[src/rtl/backlight_regs.vh]
// register offsets, field positions, reset values and decode constants for the backlight bank
`ifndef BACKLIGHT_REGS_VH
`define BACKLIGHT_REGS_VH

// --------------------------------------------------------------------------
// bus addressing
// --------------------------------------------------------------------------
`define DEV_ADDR 7'h20
`define ADDR_MSB 7
`define ADDR_LSB 1

// --------------------------------------------------------------------------
// register offsets
// --------------------------------------------------------------------------
`define OFS_SETTING 8'h12
`define OFS_SINK_DISABLE_AND_SOFTSTART 8'h13
`define OFS_BOOST_MONITOR_VOLTAGE 8'h14
`define OFS_SINK1_CURRENT_READBACK 8'h15
`define OFS_SINK2_CURRENT_READBACK 8'h16
`define OFS_SINK3_CURRENT_READBACK 8'h17
`define OFS_SINK4_CURRENT_READBACK 8'h18
`define OFS_SINK5_CURRENT_READBACK 8'h19

// --------------------------------------------------------------------------
// field positions
// --------------------------------------------------------------------------
`define SET_SS_OFF_BIT 3
`define SET_SSL_BIT 2
`define SET_SHORTED_LED_THRESHOLD_MSB 1
`define SET_SHORTED_LED_THRESHOLD_LSB 0
`define DIS_SLOW_SS_BIT 6
`define DIS_SINK_MSB 5
`define DIS_SINK_LSB 0

// --------------------------------------------------------------------------
// reset values
// --------------------------------------------------------------------------
`define SETTING_RST 4'h0
`define SINK_OFF_RST 6'h00
`define SLOW_SS_RST 1'b0
`define READBACK_RST 8'h00

// --------------------------------------------------------------------------
// decode tables: spread in percent, threshold in tenths of a volt
// --------------------------------------------------------------------------
`define SPREAD_WIDE_PCT 4'h6
`define SPREAD_NARROW_PCT 4'h3
`define SPREAD_NONE_PCT 4'h0
`define SHORTED_LED_THRESHOLD_OFF 2'h0
`define SHORTED_LED_THRESHOLD_3V 2'h1
`define SHORTED_LED_THRESHOLD_6V 2'h2
`define SHORTED_LED_THRESHOLD_8V 2'h3
`define THRESH_3V_DV 8'h1e
`define THRESH_6V_DV 8'h3c
`define THRESH_8V_DV 8'h50
`define THRESH_NONE_DV 8'h00

// --------------------------------------------------------------------------
// byte framing
// --------------------------------------------------------------------------
`define BITS_PER_BYTE 4'h8

`endif

[src/rtl/line_sampler.v]
// bus line sampler: delays scl and sda one cycle and flags edges and start/stop
`timescale 1ns/1ps

module line_sampler
(
    input wire clk_i,
    input wire rst_n_i,
    input wire scl_i,
    input wire sda_i,
    output reg sda_o,
    output wire scl_rise_o,
    output wire scl_fall_o,
    output wire start_o,
    output wire stop_o
);

    reg scl_q;

    // one stage is enough: the pins are already synchronous to clk_i
    always @(posedge clk_i or negedge rst_n_i)
    begin
        if (!rst_n_i)
        begin
            scl_q <= 1'b1;
            sda_o <= 1'b1;
        end
        else
        begin
            scl_q <= scl_i;
            sda_o <= sda_i;
        end
    end

    // edges; sda moving while scl is high frames a transfer
    assign scl_rise_o = scl_i & ~scl_q;
    assign scl_fall_o = ~scl_i & scl_q;
    assign start_o = scl_i & scl_q & sda_o & ~sda_i;
    assign stop_o = scl_i & scl_q & ~sda_o & sda_i;

endmodule

[src/rtl/backlight_cfg_readback_regs.v]
// backlight setting, sink disable and readback registers behind a two-wire slave
`timescale 1ns/1ps
`include "backlight_regs.vh"

module backlight_cfg_readback_regs
(
    input wire clk_i,
    input wire arst_n_i,
    input wire scl_i,
    input wire sda_i,
    output reg sda_o,
    output reg sda_oe_o,
    input wire master_turn_on_i,
    input wire meas_update_i,
    input wire [7:0] boost_monitor_code_i,
    input wire [7:0] sink1_current_code_i,
    input wire [7:0] sink2_current_code_i,
    input wire [7:0] sink3_current_code_i,
    input wire [7:0] sink4_current_code_i,
    input wire [7:0] sink5_current_code_i,
    output reg spread_enable_o,
    output reg [3:0] spread_pct_o,
    output reg shorted_led_det_en_o,
    output reg [7:0] shorted_led_threshold_o,
    output reg slow_softstart_select_o,
    output reg [5:0] sink_off_o
);

    // ----------------------------------------------------------------------
    // declarations
    // ----------------------------------------------------------------------
    localparam [3:0] ST_IDLE = 4'h0, ST_ADDR = 4'h1, ST_AACK = 4'h2;
    localparam [3:0] ST_PTR = 4'h3, ST_PACK = 4'h4, ST_WR = 4'h5;
    localparam [3:0] ST_WACK = 4'h6, ST_RD = 4'h7, ST_RACK = 4'h8;
    reg [1:0] rst_sync_q;
    wire rst_n, sda_s, scl_rise, scl_fall, start, stop;
    wire [7:0] rd_byte;
    reg [3:0] state_q, cnt_q;
    reg [7:0] shift_q, ptr_q;
    reg rw_q, nack_q, slow_ss_q;
    reg [3:0] setting_q;
    reg [5:0] sink_dis_q;
    reg [7:0] boost_monitor_pin_q, cur1_q, cur2_q, cur3_q, cur4_q, cur5_q;

    // ----------------------------------------------------------------------
    // reset release
    // ----------------------------------------------------------------------
    // asynchronous assert, release after two clean edges
    always @(posedge clk_i or negedge arst_n_i)
    begin
        if (!arst_n_i)
            rst_sync_q <= 2'b00;
        else
            rst_sync_q <= {rst_sync_q[0], 1'b1};
    end
    assign rst_n = rst_sync_q[1];

    // ----------------------------------------------------------------------
    // line sampling
    // ----------------------------------------------------------------------
    line_sampler u_line_sampler
    (
        .clk_i(clk_i), .rst_n_i(rst_n), .scl_i(scl_i),
        .sda_i(sda_i), .sda_o(sda_s), .scl_rise_o(scl_rise),
        .scl_fall_o(scl_fall), .start_o(start), .stop_o(stop)
    );

    // ----------------------------------------------------------------------
    // read mux
    // ----------------------------------------------------------------------
    // unmapped offsets and unused bits read as zero
    function [7:0] reg_read;
        input [7:0] ofs;
        begin
            case (ofs)
                `OFS_SETTING: reg_read = {4'h0, setting_q};
                `OFS_SINK_DISABLE_AND_SOFTSTART: reg_read = {1'b0, slow_ss_q, sink_dis_q};
                `OFS_BOOST_MONITOR_VOLTAGE: reg_read = boost_monitor_pin_q;
                `OFS_SINK1_CURRENT_READBACK: reg_read = cur1_q;
                `OFS_SINK2_CURRENT_READBACK: reg_read = cur2_q;
                `OFS_SINK3_CURRENT_READBACK: reg_read = cur3_q;
                `OFS_SINK4_CURRENT_READBACK: reg_read = cur4_q;
                `OFS_SINK5_CURRENT_READBACK: reg_read = cur5_q;
                default: reg_read = 8'h00;
            endcase
        end
    endfunction
    assign rd_byte = reg_read(ptr_q); // byte the pointer selects, loaded at each read start

    // ----------------------------------------------------------------------
    // byte engine
    // ----------------------------------------------------------------------
    // data is sampled on scl rise and changed on scl fall; start wins over all
    always @(posedge clk_i or negedge rst_n)
    begin
        if (!rst_n)
        begin
            state_q <= ST_IDLE;
            cnt_q <= 4'h0;
            shift_q <= 8'h00;
            ptr_q <= 8'h00;
            rw_q <= 1'b0;
            nack_q <= 1'b0;
            sda_oe_o <= 1'b0;
            setting_q <= `SETTING_RST;
            sink_dis_q <= `SINK_OFF_RST;
            slow_ss_q <= `SLOW_SS_RST;
        end
        else if (start)
        begin
            state_q <= ST_ADDR;
            cnt_q <= 4'h0;
            sda_oe_o <= 1'b0;
        end
        else if (stop)
        begin
            state_q <= ST_IDLE;
            sda_oe_o <= 1'b0;
        end
        else if (scl_rise)
        begin
            case (state_q)
                ST_ADDR, ST_PTR, ST_WR:
                begin
                    shift_q <= {shift_q[6:0], sda_s};
                    cnt_q <= cnt_q + 4'h1;
                end
                ST_RD: cnt_q <= cnt_q + 4'h1;
                ST_RACK: nack_q <= sda_s;
                default: cnt_q <= cnt_q;
            endcase
        end
        else if (scl_fall)
        begin
            case (state_q)
                ST_ADDR:
                    if (cnt_q == `BITS_PER_BYTE)
                    begin
                        if (shift_q[`ADDR_MSB:`ADDR_LSB] == `DEV_ADDR)
                        begin
                            rw_q <= shift_q[0];
                            sda_oe_o <= 1'b1;
                            state_q <= ST_AACK;
                        end
                        else
                            state_q <= ST_IDLE; // another device's address
                    end
                ST_AACK:
                begin
                    cnt_q <= 4'h0;
                    if (rw_q)
                    begin
                        shift_q <= rd_byte;
                        sda_oe_o <= ~rd_byte[7];
                        state_q <= ST_RD;
                    end
                    else
                    begin
                        sda_oe_o <= 1'b0;
                        state_q <= ST_PTR;
                    end
                end
                ST_PTR:
                    if (cnt_q == `BITS_PER_BYTE)
                    begin
                        ptr_q <= shift_q;
                        sda_oe_o <= 1'b1;
                        state_q <= ST_PACK;
                    end
                ST_PACK, ST_WACK:
                begin
                    if (state_q == ST_WACK)
                        ptr_q <= ptr_q + 8'h01;
                    sda_oe_o <= 1'b0;
                    cnt_q <= 4'h0;
                    state_q <= ST_WR;
                end
                ST_WR:
                    if (cnt_q == `BITS_PER_BYTE)
                    begin
                        // readback offsets have no write path here
                        case (ptr_q)
                            `OFS_SETTING: setting_q <= shift_q[`SET_SS_OFF_BIT:`SET_SHORTED_LED_THRESHOLD_LSB];
                            `OFS_SINK_DISABLE_AND_SOFTSTART:
                            begin
                                slow_ss_q <= shift_q[`DIS_SLOW_SS_BIT];
                                sink_dis_q <= shift_q[`DIS_SINK_MSB:`DIS_SINK_LSB];
                            end
                            default: setting_q <= setting_q;
                        endcase
                        sda_oe_o <= 1'b1;
                        state_q <= ST_WACK;
                    end
                ST_RD:
                    if (cnt_q == `BITS_PER_BYTE)
                    begin
                        sda_oe_o <= 1'b0;
                        ptr_q <= ptr_q + 8'h01;
                        state_q <= ST_RACK;
                    end
                    else
                    begin
                        shift_q <= {shift_q[6:0], 1'b0};
                        sda_oe_o <= ~shift_q[6];
                    end
                ST_RACK:
                    if (nack_q)
                        state_q <= ST_IDLE; // master ends the burst
                    else
                    begin
                        cnt_q <= 4'h0;
                        shift_q <= rd_byte;
                        sda_oe_o <= ~rd_byte[7];
                        state_q <= ST_RD;
                    end
                default: state_q <= ST_IDLE;
            endcase
        end
    end

    // ----------------------------------------------------------------------
    // measurement capture
    // ----------------------------------------------------------------------
    // only the measurement strobe loads these; the bus never does
    always @(posedge clk_i or negedge rst_n)
    begin
        if (!rst_n)
        begin
            boost_monitor_pin_q <= `READBACK_RST;
            cur1_q <= `READBACK_RST;
            cur2_q <= `READBACK_RST;
            cur3_q <= `READBACK_RST;
            cur4_q <= `READBACK_RST;
            cur5_q <= `READBACK_RST;
        end
        else if (meas_update_i)
        begin
            boost_monitor_pin_q <= boost_monitor_code_i;
            cur1_q <= sink1_current_code_i;
            cur2_q <= sink2_current_code_i;
            cur3_q <= sink3_current_code_i;
            cur4_q <= sink4_current_code_i;
            cur5_q <= sink5_current_code_i;
        end
    end

    // ----------------------------------------------------------------------
    // control decode
    // ----------------------------------------------------------------------
    // registered so every control output comes from a flop
    always @(posedge clk_i or negedge rst_n)
    begin
        if (!rst_n)
        begin
            sda_o <= 1'b0;
            spread_enable_o <= 1'b0;
            spread_pct_o <= `SPREAD_NONE_PCT;
            shorted_led_det_en_o <= 1'b0;
            shorted_led_threshold_o <= `THRESH_NONE_DV;
            slow_softstart_select_o <= `SLOW_SS_RST;
            sink_off_o <= `SINK_OFF_RST;
        end
        else
        begin
            sda_o <= 1'b0; // open drain: only ever pulls low
            spread_enable_o <= ~setting_q[`SET_SS_OFF_BIT];
            if (setting_q[`SET_SS_OFF_BIT])
                spread_pct_o <= `SPREAD_NONE_PCT;
            else if (setting_q[`SET_SSL_BIT])
                spread_pct_o <= `SPREAD_NARROW_PCT;
            else
                spread_pct_o <= `SPREAD_WIDE_PCT;
            shorted_led_det_en_o <= (setting_q[`SET_SHORTED_LED_THRESHOLD_MSB:`SET_SHORTED_LED_THRESHOLD_LSB] != `SHORTED_LED_THRESHOLD_OFF);
            case (setting_q[`SET_SHORTED_LED_THRESHOLD_MSB:`SET_SHORTED_LED_THRESHOLD_LSB])
                `SHORTED_LED_THRESHOLD_3V: shorted_led_threshold_o <= `THRESH_3V_DV;
                `SHORTED_LED_THRESHOLD_6V: shorted_led_threshold_o <= `THRESH_6V_DV;
                `SHORTED_LED_THRESHOLD_8V: shorted_led_threshold_o <= `THRESH_8V_DV;
                default: shorted_led_threshold_o <= `THRESH_NONE_DV;
            endcase
            slow_softstart_select_o <= slow_ss_q;
            // sink set frozen while turned on; late changes are unsupported anyway
            if (!master_turn_on_i)
                sink_off_o <= sink_dis_q;
        end
    end

endmodule

[config.mk]
export PLATFORM = sky130hd
export DESIGN_NAME = backlight_cfg_readback_regs
export DESIGN_NICKNAME = d
export VERILOG_FILES = /design/src/rtl/line_sampler.v /design/src/rtl/backlight_cfg_readback_regs.v
export VERILOG_INCLUDE_DIRS = /design/src /design/src/rtl
export SDC_FILE = /design/constraint.sdc
export NUM_CORES = 1
export LEC_CHECK = 0
export BUFFER_PORTS_ARGS = -buffer_cell sky130_fd_sc_hd__buf_2
export CAP_MARGIN = 0
export CORE_MARGIN = 5
export CORE_UTILIZATION = 57
export DETAILED_ROUTE_END_ITERATION = 10
export GPL_TIMING_DRIVEN = 0
export PLACE_DENSITY = 0.87
export RECOVER_POWER = 100
export SLEW_MARGIN = 40
export SYNTH_ARGS = -nofsm -noshare
export SYNTH_HDL_FRONTEND = slang
export SYNTH_SLANG_ARGS = --single-unit
[constraint.sdc]
create_clock -name clk_i -period 3.48 [get_ports clk_i]
set_input_delay 0.348 -clock clk_i [delete_from_list [all_inputs] [get_ports clk_i]]
set_output_delay 0.348 -clock clk_i [all_outputs]
set_load 0.005 [all_outputs]
Word level (Yosys, flattened, before mapping):

Cells that the tools add are included.

* reduce and logical (&&, ||, !) cells: 22
* multiplexer cells: 45
* bitwise operators: 17
* $add $sub $neg: 2
* equality and inequality tests: 39

Operator list (count)
* 8-bit 2-to-1 mux: 9
* 8-bit by 5-bit == test with 1-bit output (second input constant): 8
* 8-bit one-hot mux with 8 select lines: 1
* 4-bit 2-to-1 mux: 15
* 8-bit one-hot mux with 3 select lines: 2
* 4-bit inequality test (second input constant): 7
* 4-bit one-hot mux with 7 select lines: 1
* 7-bit AND reduction: 4
* 7-bit one-hot mux with 3 select lines: 1
* 4-bit by 3-bit == test with 1-bit output (second input constant): 4
* 8-bit AND reduction: 2
* 1-bit 2-to-1 mux: 10
* 1-bit inverter: 10
* 3-bit 2-to-1 mux: 3
* 3-bit inequality test (second input constant): 3
* 3-bit nonzero test: 3
* 8-bit by 1-bit adder with 8-bit output (second input constant): 1
* 4-bit by 2-bit == test with 1-bit output (second input constant): 2
* 4-bit == test (second input constant): 2
* 2-bit inequality test (second input constant): 4
* 4-bit one-hot mux with 2 select lines: 1
* 4-bit nonzero test: 2
* 8-bit nonzero test: 1
* 1-bit bitwise AND: 7
* 18 further kinds: 22

* register bits: 111
* input port bits: 54
* word-level logic and storage cells: 150

Longest topological paths before layout:

* depth after elaboration: 9
* depth in mapped cells: 9
* mapped depth without buffers: 7

By module:

A second synthesis with hierarchy kept.

* cell total of the unflattened synthesis: 475
* area total of the unflattened synthesis: 5257.5 µm²

By module, submodules not included
* backlight_cfg_readback_regs: times used 1, area each 5172.5 µm², cells each 469, sequential area each 2577.5 µm²
* line_sampler: times used 1, area each 85.1 µm², cells each 6, sequential area each 52.6 µm²

Worst setup path before layout:

OpenSTA, ideal clock, no wires.

* path type: reg2reg
* from: register u_line_sampler.scl_q
* to: register setting_q[0]
* data required time: 3.355 ns
* cell stages (with the launch flop): 9
* path slack: 1.245 ns
* arrival: 2.110 ns
* period minus slack after synthesis: 2.235 ns
* library setup time: 0.125 ns
* cell sequence: dfstp_2 > inv_1 > ha_1 > nand2b_1 > a21oi_1 > nand3_1 > or3_1 > buf_6 > mux2_4

* longest elaborated chain between the ends: 5
* elaborated cells on any way between the ends: 12
* classes of those cells: 11 x bitwise; 1 x reduce/logical

Ends and longest elaborated chain
* start, declared: line line_sampler.v:17 `reg scl_q;`
* start signal, assigned: line line_sampler.v:29 `scl_q <= scl_i;`
* 1-bit bitwise AND: line line_sampler.v:37, line_sampler.v:38
* 1-bit bitwise AND (on tied branches) (2 in a row): line line_sampler.v:38, line_sampler.v:37
* 1-bit inverter (no line)
* 7-bit AND reduction (no line) *
* end signal, assigned: line backlight_cfg_readback_regs.v:105 `` setting_q <= `SETTING_RST; ``
* end signal, assigned: line backlight_cfg_readback_regs.v:183 `` `OFS_SETTING: setting_q <= shift_q[`SET_SS_OFF_BIT:`SET_SHORTED_LED_THRESHOLD_LSB]; ``
* end signal, assigned: line backlight_cfg_readback_regs.v:189 `default: setting_q <= setting_q;`
* end, declared: line backlight_cfg_readback_regs.v:41 `reg [3:0] setting_q;`

Every way passes the cells marked *; elsewhere a longest branch is shown, timed or not.
A chain may end at the register's enable or synchronous reset.

Final worst setup path:

* from: register u_line_sampler.scl_q
* to: register setting_q[1]

The elaborated chain is that of the path after synthesis.

==> flow_summary_export.csv <==
group,metric,value,unit
logic_synthesis,synth_cells,483,
timing,rsz0062_at_grt,"false",
routing,vias,4225,
grt,grt_usage,0.2332,
logic_synthesis,syn_avg_cell_area,11.09,um^2
layout,utilization,0.6596,
logic_synthesis,synth_top_area_cell,"dfrtp_1",
power,p_leak,2.697,nW
logic_synthesis,synth.cells.most_frequent,"dfrtp_1, mux2_2, nand2_1",
power,power_density,509.9,nW/um^2
logic_synthesis,ys_ff_latch,105,
logic_synthesis,yosys.area_share.adder,0.03036,
routing,route.detailed.drc,0,
grt,grt_pass1_vias,4378,
floorplan,die_area,11440,um^2
layout,fin_area,6066,um^2
cts,hold_buffers,1,
status,status,"completed",
cts,clk_pin_slew,0.10,ns
placed_design,place_area,5902,um^2
grt,grt_antenna_before_repair,0,
cts,cts.sinks,105,
layout,antenna_cells,0,
power,vdd_drop_max,286.0,uV
floorplan,io_pins,77,
cts,clockBufferDepth,2,
layout,drive_gt1_frac,0.2730,
routing,first_iter_violations,332,
timing,setup-violations-final,0,
logic_synthesis,synth_xor_area_frac,0.004904,
critical_path,endpoint_kind,"register",
logic_synthesis,synth_warnings,0,
cts,tritoncts,"done",
placed_design,place.gp.congestion,0.8984,
routing,drt-pass1-iter-count,4,
timing,max_freq,0.3650,GHz
cts,cts-root-buf,"clkbuf_8",
layout,nNetsFinal,637,
floorplan,dieHeight,107.0,um
floorplan,core-area,9196,um^2
job,maxCapViolCount,0,
grt,grt_pass1_wl,21.46,mm
hold_path,worstHoldStart,"scl_i",
logic_synthesis,synthSimpleGateAreaFrac,0.1140,
placed_design,place_inst,669,
logic_synthesis,synth_compound_area_frac,0.1497,
timing,drv_slew,0,
logic_synthesis,ys_seq_area_frac,0.4909,
cts,cts_resized,0,
floorplan,rows,35,
layout,final_cells,686,
critical_path,rr_worst_depth,8,
routing,routedWlPerCell,18.88,um
routing,drtAntennaViolNets,0,
logic_synthesis,synth_top_flop_cell,"dfrtp_1",
timing,skew,0.01552,ns
critical_path,path_class,"reg2reg",
hold_path,whs_path_depth,1,
timing,tightest_slew,1.099,ns
critical_path,crit_fanout,6,
timing,slew_headroom,0.2670,
hold_path,holdPathEnd,"u_line_sampler.scl_q$_DFF_PN1_",
logic_synthesis,yosysUniqueCellTypes,60,
cts,cts_buffers,9,
logic_synthesis,yosys.cell_count.top_type,"dfrtp_1",
grt,grt_max_degree,46,
floorplan,die_w,107.0,um
logic_synthesis,muxShareOfSynthArea,0.1618,
critical_path,reg2reg_slack,0.74,ns
placed_design,io_buffers,70,
logic_synthesis,synth_top_family_by_area,"multiplexers",
timing,post-route-period-util,0.7872,
cts,insertion_delay,0.38,ns
logic_synthesis,synth_edf_count,0,
logic_synthesis,syn_area,5358,um^2
placed_design,post-dp-hpwl,9.409,mm
logic_synthesis,synth.area.top_cells,"dfrtp_1, mux2_2, ha_1",
layout,area_growth,13.22,%
logic_synthesis,synth_top_area_frac,0.4811,
critical_path,start_kind,"register",
critical_path,critPathArrivalTime,3.00,ns
logic_synthesis,postSynth.asyncResetShare,1.000,
floorplan,initial_utilization,0.5826,
routing,totalWireLength,12.95,mm
critical_path,crit_required,3.74,ns
timing,fin_crit,2.740,ns
timing,hold_violations,0,
cts,cts_setup_buffers,0,
hold_path,hp-class,"in2reg",
grt,overflow,0,
critical_path,rr_endpoint,"setting_q[1]$_DFFE_PN0P_",
critical_path,r2r-start,"u_line_sampler.scl_q$_DFF_PN1_",
cts,htreeDepth,3,
routing,via_per_inst,6.159,
-- where the power goes --
group	switching, mW	internal [mW]	leakage [nW]
sequential	0.146	1.36	1.31
clock	0.467	0.354	0.108
combinational	0.440	0.325	1.28
-- how the worst max path moves through the flow --
stage | cells past startpoint | slack (ns) | startpoint | to
after floorplan | 0 | 0.34 | rst_sync_q[1]$_DFF_PN0_ | boost_monitor_pin_q[0]$_DFFE_PN0P_
after global placement | 0 | -0.62 | rst_sync_q[1]$_DFF_PN0_ | shorted_led_det_en_o$_DFF_PN0_
after detailed placement | 8 | 0.82 | u_line_sampler.scl_q$_DFF_PN1_ | setting_q[1]$_DFFE_PN0P_
after CTS | 8 | 0.79 | u_line_sampler.scl_q$_DFF_PN1_ | setting_q[1]$_DFFE_PN0P_
after global routing | 8 | 0.59 | u_line_sampler.scl_q$_DFF_PN1_ | setting_q[0]$_DFFE_PN0P_
final | 8 | 0.74 | u_line_sampler.scl_q$_DFF_PN1_ | setting_q[1]$_DFFE_PN0P_
-- final cells by class --
type | count | area [um^2]
buffer | 38 | 181.4
clock buffer | 10 | 127.6
clock inverter | 6 | 86.33
fill | 726 | 3131
inverter | 16 | 60.06
multi-input combinational | 327 | 2470
sequential | 105 | 2630
tap | 111 | 138.9
timing repair buffer | 73 | 371.6
-- per-layer routing --
layer | vias to the layer above | wire length (um) | global-route usage
met2 | 186 | 6339 | 0.3952
met1 | 2086 | 5452 | 0.2968
met3 | 26 | 953 | 0.04816
met4 | 0 | 205 | 0.08311
met5 | - | 0 | 0
li1 | 1927 | - | -
-- per-stage QoR --
| step | hold WS (ns) | setup TNS, ns | power [mW] | setup WS [ns] |
|---|---|---|---|---|
| after detailed placement | 0.1359 | 0 | 2.280 | 0.8204 |
| after global placement | 0.1342 | -61.72 | 2.243 | -0.6171 |
| after floorplan | 0.05241 | 0 | 2.048 | 0.3419 |
| final | 0.1081 | 0 | 3.093 | 0.7405 |
| after CTS | 0.09511 | 0 | 3.089 | 0.7891 |
| after global routing | 0.1190 | 0 | 3.243 | 0.5924 |
-- kinds of logic (layout without fill, tap and decap cells) --
logic type,count (synthesis),in the layout
AO/OA/AOI/OAI,117,117
XOR/XNOR,3,3
adder cells (fa/ha/maj),13,13
buffers and inverters,54,143
flip-flops,105,105
multiplexers,77,77
other,2,5
AND/OR/NAND/NOR,112,112
-- worst max-delay path, stage by stage, from the launching register on --
cell      delay (ns)
dfstp_1         0.57
inv_1           0.06
ha_1            0.22
nand2b_1        0.23
a21oi_1         0.49
nand3_1         0.16
or3_1           0.38
clkbuf_1        0.18
mux2_1          0.34
-- flip-flops by register name (all words and copies together), names as in the netlist, 6 cells and up --
register / count
boost_monitor_pin_q: 8
cur1_q: 8
cur2_q: 8
cur3_q: 8
cur4_q: 8
cur5_q: 8
ptr_q: 8
shift_q: 8
sink_dis_q: 6
sink_off_o: 6
-- cell usage in the layout, fill, tap and decap left out, drive strengths merged, types with 18 or more instances in the layout --
cell / synthesis / routed
a21oi: 27 / 27
buf: 15 / 67
clkbuf: 23 / 53
dfrtp: 103 / 103
inv: 16 / 19
mux2: 68 / 68
nand2: 31 / 31
nand3: 18 / 18
nor2: 18 / 18
o21ai: 19 / 19
Power figures use the tool's default switching activity.
